**src/lvm_pkg.sv**
```systemverilog
package lvm_pkg;

  // Register map: each register takes one aligned 32-bit word.
  localparam logic [3:0] ADDR_STATUS = 4'h0;
  localparam logic [3:0] ADDR_CONFIG = 4'h4;

  // Field positions in the status register.
  localparam int FLAG_BIT = 7;

  // Field positions in the device configuration register.
  localparam int PWR_BIT = 0;
  localparam int RST_BIT = 1;
  localparam int STOP_BIT = 2;

  // Configuration value after reset: power and reset enabled, stop enable clear.
  localparam logic [7:0] CONFIG_RESET = 8'h03;

  // Low-supply filter length and release length, in CPU cycles.
  localparam logic [3:0] TRIP_CYCLES = 4'h9;
  localparam logic [3:0] RELEASE_CYCLES = 4'h1;

  // Answer for unmapped reads.
  localparam logic [31:0] UNMAPPED_DATA = 32'h0000_0000;

  // Comparator outputs travel together.
  typedef struct packed {
    logic below_fall;
    logic above_rise;
  } comp_t;

  typedef enum logic [2:0] {
    ST_WATCH = 3'b001,
    ST_FILTER = 3'b010,
    ST_RESET = 3'b100
  } mon_state_t;

endpackage

```
**src/low_voltage_reset_monitor.sv**
```systemverilog
`timescale 1ns/1ps
// What this block does
// [RULE1] Monitor comes out of any reset enabled.
// [RULE2] Supply is watched only while power enable is set.
// [RULE3] Reset needs nine consecutive low cycles with reset enable set.
// [RULE4] Reset holds until above rising level for one cycle.
// [RULE5] Monitor reset also pulls the external reset pin low.
// [RULE6] Flag is 1 below falling level, 0 above rising, else held.
// [RULE7] Flag is read-only and cleared by any system reset.
// [RULE8] Monitor never raises an interrupt.
// [RULE9] Polled use: software sets power enable 1, reset enable 0.
// [RULE10] Forced reset use: software sets power and reset enable to 1.
// [RULE11] Enables come from the configuration register bits.
// [RULE12] With power enable set, monitor stays active in wait mode.
// [RULE13] Trip during wait mode gives a reset that ends wait.
// [RULE14] Active in stop only with stop and power enable; trip ends stop.
// [RULE15] Power enable with stop enable clear goes inactive in stop.
// [RULE16] Low-cycle counter restarts on any cycle above the falling level.
module low_voltage_reset_monitor
  import lvm_pkg::*;
(
  input wire logic mclk_i,
  input wire logic rst_b_i,
  input wire logic [3:0] avs_address_i,
  input wire logic avs_read_i,
  input wire logic avs_write_i,
  input wire logic [31:0] avs_writedata_i,
  output logic [31:0] avs_readdata_o,
  output logic avs_waitrequest_o,
  input wire logic comp_below_fall_i,
  input wire logic comp_above_rise_i,
  input wire logic wait_mode_i,
  input wire logic stop_mode_i,
  output logic monitor_reset_o,
  output logic ext_reset_b_o,
  output logic ext_reset_oe_o,
  output logic wake_o,
  output logic below_trip_flag_o
);

  typedef struct packed {
    mon_state_t state;
    logic [7:0] config_reg;
    logic flag;
    logic rst_out;
  } mon_t;

  mon_t cur_ff;
  mon_t nxt_cur;
  comp_t comp;
  logic active;
  logic tripped;
  logic cfg_we;
  logic [7:0] cfg_wdata;
  logic [7:0] status_rd;

  //////////////////////////////////////////////////////////////////////////////
  // Comparator outputs grouped for the state logic.
  assign comp.below_fall = comp_below_fall_i;
  assign comp.above_rise = comp_above_rise_i;

  // Enables come only from the configuration register; the status register
  // holds no control bits so software cannot disable the monitor through it.
  // Wait mode does not gate the monitor, stop mode does unless stop enable.
  assign active = cur_ff.config_reg[PWR_BIT] // RULE2 RULE11 RULE12
    && (!stop_mode_i || cur_ff.config_reg[STOP_BIT]); // RULE14 RULE15

  // Status register: only the flag, reserved bits read zero.
  assign status_rd = {cur_ff.flag, 7'h00}; // RULE7

  //////////////////////////////////////////////////////////////////////////////
  // Register bus slave.
  lvm_bus_slave u_slave (
    .mclk_i(mclk_i),
    .rst_b_i(rst_b_i),
    .address_i(avs_address_i),
    .read_i(avs_read_i),
    .write_i(avs_write_i),
    .writedata_i(avs_writedata_i),
    .status_i(status_rd),
    .config_i(cur_ff.config_reg),
    .readdata_o(avs_readdata_o),
    .waitrequest_o(avs_waitrequest_o),
    .cfg_we_o(cfg_we),
    .cfg_wdata_o(cfg_wdata)
  );

  // Consecutive-cycle filter for the falling trip.
  lvm_filter u_filter (
    .mclk_i(mclk_i),
    .rst_b_i(rst_b_i && !cur_ff.rst_out),
    .active_i(active && cur_ff.config_reg[RST_BIT]),
    .below_i(comp.below_fall),
    .tripped_o(tripped)
  );

  //////////////////////////////////////////////////////////////////////////////
  // Next-state logic for configuration, flag and reset sequencing.
  always_comb begin
    nxt_cur = cur_ff;
    if (cfg_we && !cur_ff.rst_out) begin
      nxt_cur.config_reg = cfg_wdata;
    end
    // Hysteresis flag; it cannot be written, only follows the comparator.
    if (active && comp.below_fall) begin
      nxt_cur.flag = 1'b1; // RULE6
    end else if (active && comp.above_rise) begin
      nxt_cur.flag = 1'b0; // RULE6
    end
    case (cur_ff.state)
      ST_WATCH: begin
        if (active && cur_ff.config_reg[RST_BIT] && comp.below_fall) begin
          nxt_cur.state = ST_FILTER;
        end
      end
      ST_FILTER: begin
        if (!comp.below_fall || !active || !cur_ff.config_reg[RST_BIT]) begin
          nxt_cur.state = ST_WATCH; // RULE16
        end else if (tripped) begin
          nxt_cur.state = ST_RESET; // RULE3
          nxt_cur.rst_out = 1'b1; // RULE13 RULE14
        end
      end
      ST_RESET: begin
        // A single cycle above the rising level releases the reset.
        if (comp.above_rise) begin
          nxt_cur.state = ST_WATCH; // RULE4
          nxt_cur.rst_out = 1'b0;
          nxt_cur.flag = 1'b0; // RULE7
          nxt_cur.config_reg = CONFIG_RESET; // RULE1
        end
      end
      default: begin
        nxt_cur.state = ST_WATCH;
        nxt_cur.rst_out = 1'b0;
      end
    endcase
  end

  // System reset restores an enabled monitor and clears the flag.
  always_ff @(posedge mclk_i) begin
    if (!rst_b_i) begin
      cur_ff.state <= ST_WATCH;
      cur_ff.config_reg <= CONFIG_RESET; // RULE1
      cur_ff.flag <= 1'b0; // RULE7
      cur_ff.rst_out <= 1'b0;
    end else begin
      cur_ff <= nxt_cur;
    end
  end

  //////////////////////////////////////////////////////////////////////////////
  // Outputs. The reset pin is open drain: driven low only during a trip.
  assign monitor_reset_o = cur_ff.rst_out;
  assign ext_reset_b_o = 1'b0;
  assign ext_reset_oe_o = cur_ff.rst_out; // RULE5
  // A trip reset doubles as the wake request out of wait or stop.
  assign wake_o = cur_ff.rst_out && (wait_mode_i || stop_mode_i); // RULE13 RULE14
  assign below_trip_flag_o = cur_ff.flag;
  // No interrupt output exists on this block. RULE8

endmodule // low_voltage_reset_monitor

```
**src/lvm_bus_slave.sv**
```systemverilog
`timescale 1ns/1ps
// Avalon-MM slave: answers every access in the cycle after it appears.
module lvm_bus_slave
  import lvm_pkg::*;
(
  input wire logic mclk_i,
  input wire logic rst_b_i,
  input wire logic [3:0] address_i,
  input wire logic read_i,
  input wire logic write_i,
  input wire logic [31:0] writedata_i,
  input wire logic [7:0] status_i,
  input wire logic [7:0] config_i,
  output logic [31:0] readdata_o,
  output logic waitrequest_o,
  output logic cfg_we_o,
  output logic [7:0] cfg_wdata_o
);

  typedef struct packed {
    logic done;
    logic [31:0] rdata;
  } slv_t;

  slv_t cur_ff;
  slv_t nxt_cur;

  //////////////////////////////////////////////////////////////////////////////
  // One wait cycle per access so read data comes from a flip-flop.
  always_comb begin
    nxt_cur = cur_ff;
    nxt_cur.done = (read_i || write_i) && !cur_ff.done;
    if (read_i && !cur_ff.done) begin
      case (address_i)
        ADDR_STATUS: nxt_cur.rdata = {24'h000000, status_i};
        ADDR_CONFIG: nxt_cur.rdata = {24'h000000, config_i};
        default: nxt_cur.rdata = UNMAPPED_DATA;
      endcase
    end
  end

  always_ff @(posedge mclk_i) begin
    if (!rst_b_i) begin
      cur_ff <= '0;
    end else begin
      cur_ff <= nxt_cur;
    end
  end

  assign waitrequest_o = (read_i || write_i) && !cur_ff.done;
  assign readdata_o = cur_ff.rdata;
  // A write lands at the edge where waitrequest is low.
  assign cfg_we_o = write_i && cur_ff.done && (address_i == ADDR_CONFIG);
  assign cfg_wdata_o = writedata_i[7:0];

endmodule // lvm_bus_slave

```
**src/lvm_filter.sv**
```systemverilog
`timescale 1ns/1ps
// Counts consecutive low-supply cycles.
module lvm_filter
  import lvm_pkg::*;
(
  input wire logic mclk_i,
  input wire logic rst_b_i,
  input wire logic active_i,
  input wire logic below_i,
  output logic tripped_o
);

  typedef struct packed {
    logic [3:0] cnt;
  } flt_t;

  flt_t cur_ff;
  flt_t nxt_cur;

  //////////////////////////////////////////////////////////////////////////////
  // Count saturates at the trip length; any good cycle restarts it.
  always_comb begin
    nxt_cur = cur_ff;
    if (!active_i || !below_i) begin
      nxt_cur.cnt = 4'h0; // RULE16
    end else if (cur_ff.cnt != TRIP_CYCLES) begin
      nxt_cur.cnt = cur_ff.cnt + 4'h1;
    end
  end

  always_ff @(posedge mclk_i) begin
    if (!rst_b_i) begin
      cur_ff <= '0;
    end else begin
      cur_ff <= nxt_cur;
    end
  end

  // Trips in the cycle that brings the ninth consecutive low sample. The reset then
  // lands on that same edge, and a dip of eight cycles never reaches it.
  assign tripped_o = active_i && below_i && (cur_ff.cnt >= TRIP_CYCLES - 4'h1); // RULE3

endmodule // lvm_filter

```
**config.mk**
```make
export PLATFORM = sky130hd
export DESIGN_NAME = low_voltage_reset_monitor
export DESIGN_NICKNAME = d
export VERILOG_FILES = /design/src/lvm_pkg.sv /design/src/low_voltage_reset_monitor.sv /design/src/lvm_bus_slave.sv /design/src/lvm_filter.sv
export SDC_FILE = /design/constraint.sdc
export NUM_CORES = 1
export LEC_CHECK = 0
export BUFFER_PORTS_ARGS = -buffer_cell sky130_fd_sc_hd__buf_2
export CORE_ASPECT_RATIO = 2
export CORE_MARGIN = 2
export CORE_UTILIZATION = 48
export DETAILED_ROUTE_END_ITERATION = 12
export PLACE_DENSITY = 0.82
export SETUP_SLACK_MARGIN = 0.5
export SKIP_LAST_GASP = 1
export SYNTH_ARGS = -nofsm -noshare
export SYNTH_HDL_FRONTEND = slang
export SYNTH_SLANG_ARGS = --single-unit
```
**constraint.sdc**
```tcl
create_clock -name mclk_i -period 3 [get_ports mclk_i]
set_clock_uncertainty 0.1 [all_clocks]
set_input_delay 0.3 -clock mclk_i [delete_from_list [all_inputs] [get_ports mclk_i]]
set_output_delay 0.3 -clock mclk_i [all_outputs]
set_load 0.1 [all_outputs]
```
==> key figures, run 1 <==
Synth
  – Post-Synth Adder-Cell Area: around 2.5%
  – Main synth FF type: dfxtp_1
  – Largest family of logic cells by synthesized area: simple AND/OR/NAND/NOR gates
  – FFs w/ async S/R, synth: 0%
  – Register bit count reported by yosys: 26
  – Netlist cell types: 40
  – Simple-gate share of the synthesized area: between 20% and 30%
  – XOR/XNOR Fraction of Synth Area: 1.76%
  – Count of warnings emitted by yosys: 0
  – Number of synthesized flops with an enable pin: 0
  – Synthesized area per cell: 8.68 sq um
  – Multiplexer area fraction after synthesis: 2.10%
  – Register area share after synthesis: a little over a third
  – Mapped Cells: 172
  – Fraction of the mapped netlist area in compound gates: about an eighth
  – Synthesized area: 1490 sq um

Power and ir drop
  – Leakage: 0.000672 uW
  – Cell Pwr Density: 551 nW/um^2
  – Internal Power: 555 uW
  – Sequential share of power: 41.2%
  – Sw Share: a little over a third
  – P_sw: around 310 uW
  – Power share of the combinational group: approximately a quarter
  – Maximum vdd drop: 0.360 mV
  – Clock network fraction of design power: 34.2%

Cells and area
  – Finished Layout Cells: 223
  – Most frequent cells in the layout: buf_2, dfxtp_1, conb_1, nand3_1, nand2_1
  – Most common cell after layout, fill and taps aside: buf_2
  – Area taken by multi-input logic gates: 757 sq um
  – Area Growth Syn to Fin: 4.86%
  – Fillcell total: about 290
  – Share of cells above drive strength 1: approximately a quarter
  – Antenna Cells: 0
  – Layout Nets: 241
  – Area occupied by registers: 520 sq um

Drt
  – Iter 0 DRT Violations: 11
  – Post-DR wirelength/cell: 12.3 um
  – TritonRoute pass-1 iters: 3
  – Antenna viol nets, final: 0
  – Vias: between 1000 and 1500
  – Final WL: ~2700 um
  – Vias per std cell: 5.19
  – DRC viols: 0

Floorplanning
  – I/O Pins: between 80 and 90
  – Die Wd: 43.4 um
  – # rows: 28
  – Die Area: roughly 3600 sq um
  – Initial Utilization: ~50%
  – Die height: 82.9 um
  – Core outline area: 2980 sq um

Placement
  – Dpl ws: 1440 ps
  – Routability cong.: between 0.7 and 0.8
  – DP HPWL: 2210 um
  – Buffers on Ports: 32
  – Inst Count DP: 219

Clocking
  – Post-CTS Setup Bufs: 0
  – CTS H-Tree Depth: 1
  – Hold Buf Count CTS: 0
  – Post-CTS Resized: 0
  – Worst-path clk slew: 90 ps
  – Sink Count: 26
  – Clock buffer depth: 2
  – Clk Latency, worst-skew pair: 280 ps
  – CTS root buf: clkbuf_8
  – CTS tree: done
  – Total CTS buffers: 3

GRT
  – Largest net degree at the start of global routing: 17
  – Met2 Usage GRT: 33.0%
  – Vias in the first global route: 1135
  – Global-route layer with the greatest usage: met2
  – GRT met3 Usage: 2.17%
  – Met1 usage: 14.4%
  – Grt total ovfl: 0
  – First-pass GRT wire length: 4750 um
  – Initial antenna violation count: 0
  – GRT Overall Usage: 17.0%

Run status
  – Outcome: finished clean

Setup path
  – Worst path arrival time: between 1000 and 1500 ps
  – Max FO, Critical Path: 10
  – Crit path kind: reg -> out
  – WP data required: 2600 ps
  – Startpoint Class: register
  – CP Capture Type: output pin

STA
  – F_max: 0.560 GHz
  – Post-layout min period: approximately 1800 ps
  – Final hold vios: 0
  – Post-route setup slack: between 1000 and 1500 ps
  – Slew @ Worst Pin: 523 ps
  – Final Max Slew Viols: 0
  – RSZ-0062 raised after global routing: false
  – Tcrit/Tclk final: slightly below 60%
  – Setup violations, final: 0
  – Setup tns final: 0 ps
  – Worst slew margin: 65.1%

Job
  – Number of max-cap violations: 0

Min path
  – Worst min path class: in -> reg
-- synth_stat cells (3+ instances only) --
cell type / instances / area [sq um]
nand2_1: 12 / 45.0
a21boi_1: 4 / 30.0
buf_4: 34 / 255
nand4_1: 3 / 18.8
a21boi_0: 4 / 30.0
o21ai_1: 6 / 30.0
dfxtp_1: 26 / 521
nand3_1: 17 / 85.1
ha_1: 3 / 37.5
nor3_1: 6 / 30.0
nor2_1: 3 / 11.3
a21oi_1: 8 / 40.0
nand2b_1: 4 / 25.0
inv_1: 3 / 11.3
clkbuf_1: 3 / 11.3
-- final timing paths --
check	from	slack, ps	depth (start not counted)	endpoint
min reg2reg	u_slave.readdata_o[2]	350	2	u_slave.readdata_o[2]
max reg2reg	ext_reset_oe_o	1470	3	cur_ff[2]
min	avs_writedata_i[5]	170	3	cur_ff[7]
max	ext_reset_oe_o	1210	2	wake_o
-- critical path, cell delays in order, from the launching register on --
cell     delay [ps]
dfxtp_1         520
o21a_1          170
buf_2           410
-- per-stage QoR --
| step | area, sq um | hold slack [ps] | util, % | total power (uW) |
|---|---|---|---|---|
| after global placement | 1490 | 336 | 50.2 | 575 |
| after floorplan | 1580 | 331 | - | 577 |
| after CTS | 1570 | 159 | 52.6 | 869 |
| after global routing | 1570 | 170 | 52.6 | 888 |
| final | 1570 | 166 | 52.6 | 863 |
| after detailed placement | 1490 | 345 | 50.2 | 576 |
-- metal layers --
metal | vias to the layer above | wire length (um)
li1 | 578 | -
met1 | 532 | 873
met2 | 40 | 1620
met3 | 7 | 147
met4 | 0 | 93
met5 | - | 0
-- flip-flops by register name, indices dropped and copies added, names as in the netlist --
| name | flops |
|---|---|
| u_filter.cur_ff | 4 |
| u_slave.readdata_o | 8 |
| below_trip_flag_o | 1 |
| u_slave.cur_ff | 1 |
| cur_ff | 11 |
| ext_reset_oe_o | 1 |
-- final cells by class --
cell class	instances	share of cell area, %
well taps	30	2.40
inverters	3	0.719
multi-input cells	127	48.4
clock buffers	3	2.64
clock inverters	1	1.92
repair buffers	33	10.7
flip-flops and latches	26	33.3
-- logic make-up after synthesis --
| group | after synthesis |
|---|---|
| buffers and inverters | 43 |
| and+or+nand+nor | 63 |
| other | 1 |
| AOI/OAI and AO/OA | 30 |
| adders and majority gates | 3 |
| DFF | 26 |
| muxes | 3 |
| xor gates and xnor gates | 3 |
-- power groups by stage --
stage | clock (uW) | sequential [uW] | combinational, uW
2_1_floorplan | 0 | 368 | 209
3_3_place_gp | 0 | 363 | 212
3_5_place_dp | 0 | 363 | 212
4_1_cts | 302 | 355 | 213
5_1_grt | 311 | 356 | 221
6_report | 295 | 355 | 213
(Power assumes the default switching activity.)
==> inputs of run 2 (changes only) <==
- ABC_AREA: default -> 1
- CORE_UTILIZATION: 48 -> 44
- PLACE_DENSITY: 0.82 -> 0.77
- clock period: 3 -> 1.7 ns (I/O delays scaled with it)
==> run 2 against run 1 <==
Compared with the run above: total power increased by 100%; sequential share of layout area decreased by 3.2 points; synthesized area decreased by 2.2%; die area increased by 6.2%.
==> key figures, run 2 <==
Synth
  – Netlist cell types: 25 (-38%)
  – Count leader, synth: buf_4
  – Synthesized area: 1460 sq um (-2.2%)
  – Top cell type's share of synthesized area: 35.6% (+0.78 points)
  – Register area share after synthesis: 35.6% (+0.78 points)
  – Register bit count reported by yosys: 26 (unchanged)
  – Synthesized area per cell: 7.60 sq um (-12%)
  – Synth area leaders: dfxtp_1, buf_4, nor2_1, nand2_1, inv_1
  – Count of warnings emitted by yosys: 0 (unchanged)
  – Area leader, netlist: dfxtp_1
  – Mapped Cells: 192 (+12%)
  – Number of synthesized flops with an enable pin: 0 (unchanged)
  – Main synth FF type: dfxtp_1
  – FFs w/ async S/R, synth: 0% (unchanged)
  – Synth top cells by count: buf_4, dfxtp_1, nor2_1, nand2_1, inv_1

STA
  – Tcrit/Tclk final: 73.4%
  – Setup tns final: 0 ps (unchanged)
  – Post-route setup slack: 452 ps (-763 ps)
  – Setup violations, final: 0 (unchanged)
  – Final Max Slew Viols: 0 (unchanged)
  – RSZ-0062 raised after global routing: true
  – Post-layout min period: 1250 ps
  – Final hold vios: 0 (unchanged)
  – F_max: 0.801 GHz

Clocking
  – Clock buffer depth: 2 (unchanged)
  – Hold Buf Count CTS: 0 (unchanged)
  – Sink Count: 26 (unchanged)
  – CTS root buf: clkbuf_8
  – Worst-path clk slew: 90 ps (about the same)
  – Total CTS buffers: 3 (unchanged)
  – CTS tree: done
  – CTS H-Tree Depth: 1 (unchanged)
  – Clk Latency, worst-skew pair: 270 ps (about the same)

Setup path
  – Crit path kind: reg -> out
  – Worst path arrival time: 980 ps (-410 ps)
  – Reg-to-Reg Start: cur_ff[4]
  – CP Capture Type: output pin
  – Start point of the critical path: ext_reset_oe_o
  – Startpoint Class: register
  – Slowest stage delay, CP: 380 ps (-140 ps)
  – Cell breakdown of the critical path: clkbuf_4
  – Max FO, Critical Path: 3 (-7)
  – Cell at the slowest stage of the critical path: dfxtp_4
  – WP data required: 1430 ps (-1170 ps)
  – CP Buf/Inv Count: 1 (unchanged)
  – Crit path max-delay family: flip-flops

Run status
  – Outcome: finished clean

Drt
  – Iter 0 DRT Violations: 19 (+8)
  – DRC viols: 0 (unchanged)
  – Final WL: 2950 um (+7.9%)
  – Vias: 1228 (+6.1%)
  – TritonRoute pass-1 iters: 4 (+1)
  – Antenna viol nets, final: 0 (unchanged)
  – Post-DR wirelength/cell: 11.5 um (-6.3%)
  – Vias per std cell: 4.78 (-7.9%)

Floorplanning
  – Die Area: 3820 sq um (+6.2%)
  – I/O Pins: 82 (unchanged)
  – Initial Utilization: 46.3% (-3.9 points)
  – Core outline area: 3160 sq um (+6.0%)
  – # rows: 29 (+3.6%)
  – Die Wd: 44.7 um (+3.0%)
  – Die height: 85.5 um (+3.1%)

Placement
  – Routability cong.: 0.815 (+14%)
  – Buffers on Ports: 32 (unchanged)
  – DP HPWL: 2100 um (-5.1%)
  – Inst Count DP: 244 (+11%)
  – Dpl ws: 454 ps (-990 ps)
  – Placement-stage cell area: 1510 sq um (+1.0%)

GRT
  – Largest net degree at the start of global routing: 17 (unchanged)
  – First-pass GRT wire length: 4240 um (-11%)
  – GRT Overall Usage: 14.5% (-2.5 points)
  – Vias in the first global route: 1007 (-11%)
  – Initial antenna violation count: 0 (unchanged)
  – Grt total ovfl: 0 (unchanged)

Cells and area
  – Most frequent cells in the layout: conb_1, nor2_1, nand2_1, buf_2, dfxtp_1
  – Layout Nets: 274 (+14%)
  – Antenna Cells: 0 (unchanged)
  – Most common cell after layout, fill and taps aside: conb_1
  – Largest Register: cur_ff
  – Max FFs per register: 11 (unchanged)
  – Area Growth Syn to Fin: 22.4%
  – Final Cell Area: 1790 sq um (+14%)
  – Share of cells above drive strength 1: 37.2% (+13 points)
  – Finished Layout Cells: 257 (+15%)
  – Fillcell total: 295 (+1.0%)

Power and ir drop
  – Sw Share: 43.4% (+7.8 points)
  – Clock network fraction of design power: 22.9% (-11 points)
  – Leakage: 0.000845 uW (+26%)
  – P_sw: 750 uW (+140%)
  – Cell Pwr Density: 965 nW/um^2 (+75%)
  – Sequential share of power: 38.7% (-2.5 points)
  – Internal Power: 976 uW (+76%)
  – Power share of the combinational group: 38.3% (+14 points)
  – Maximum vdd drop: 0.759 mV (+110%)

Min path
  – HP Start: avs_writedata_i[0]
  – Worst min path class: in -> reg

Job
  – Number of max-cap violations: 0 (unchanged)
## run 2: changes by cell type in the layout (fill, tap and decap cells not counted), moves of 5 or more
cell / delta
dfxtp_1: -9
inv_2: +5
buf_6: +8
o21ai_0: +7
nor2_1: +20
buf_4: +10
nand2_1: +10
buf_2: -13
nor3_1: -5
inv_1: +10
dfxtp_2: +7
nand3_1: -10
## run 2: layout make-up
cell class	count	area [sq um]	share of cell area [%]
inverters	21	91.3	5.11
clock buffers	4	55.1	3.08
multi-input cells	133	729	40.8
repair buffers	42	335	18.8
flip-flops and latches	26	537	30.0
well taps	31	38.8	2.17
## run 2: metal layers
layer | global-route usage [%] | vias up | routed length (um)
met1 | 15.5 | 545 | 1100
met5 | 0 | - | 0
met2 | 26.2 | 49 | 1590
met4 | 7.16 | 0 | 120
li1 | - | 624 | -
met3 | 1.70 | 10 | 135
## run 2: logic make-up (layout without fill, tap and decap cells)
family / Yosys count / after routing / share of synthesized area (%)
other: 1 / 25 / 0.257
xor gates and xnor gates: 2 / 2 / 1.20
DFF: 26 / 26 / 35.6
adders and majority gates: 3 / 3 / 2.57
AOI/OAI and AO/OA: 30 / 30 / 10.8
and+or+nand+nor: 73 / 73 / 25.3
buffers and inverters: 57 / 67 / 24.2
## run 2: power groups by stage
stage / sequential (uW) / clock (uW) / combinational [uW]
2_1_floorplan: 696 / 0 / 568
3_3_place_gp: 674 / 0 / 592
3_5_place_dp: 674 / 0 / 596
4_1_cts: 662 / 398 / 615
5_1_grt: 673 / 424 / 689
6_report: 668 / 396 / 661
## run 2: what timing repair did
action | CTS | global route
setup endpoints to repair | 21 | 26
gates resized for setup | 18 | 35
pin swaps | 0 | 8
hold endpoints to repair | 0 | 0
buffers inserted | 0 | 9
## run 2: through the flow
step	hold WS, ps	power (uW)	utilization [%]
after detailed placement	296	1270	47.8
after floorplan	196	1260	-
after global routing	15.1	1790	56.6
after CTS	17.9	1670	51.1
after global placement	284	1270	47.8
final	13.2	1730	56.6
## run 2: worst paths after layout
check | cells past startpoint | slack [ps] | endpoint
setup / recovery | 1 | 450 | monitor_reset_o
hold / removal | 3 | 10 | cur_ff[2]
setup reg to reg | 6 | 510 | cur_ff[12]
hold reg to reg | 2 | 370 | u_slave.readdata_o[6]
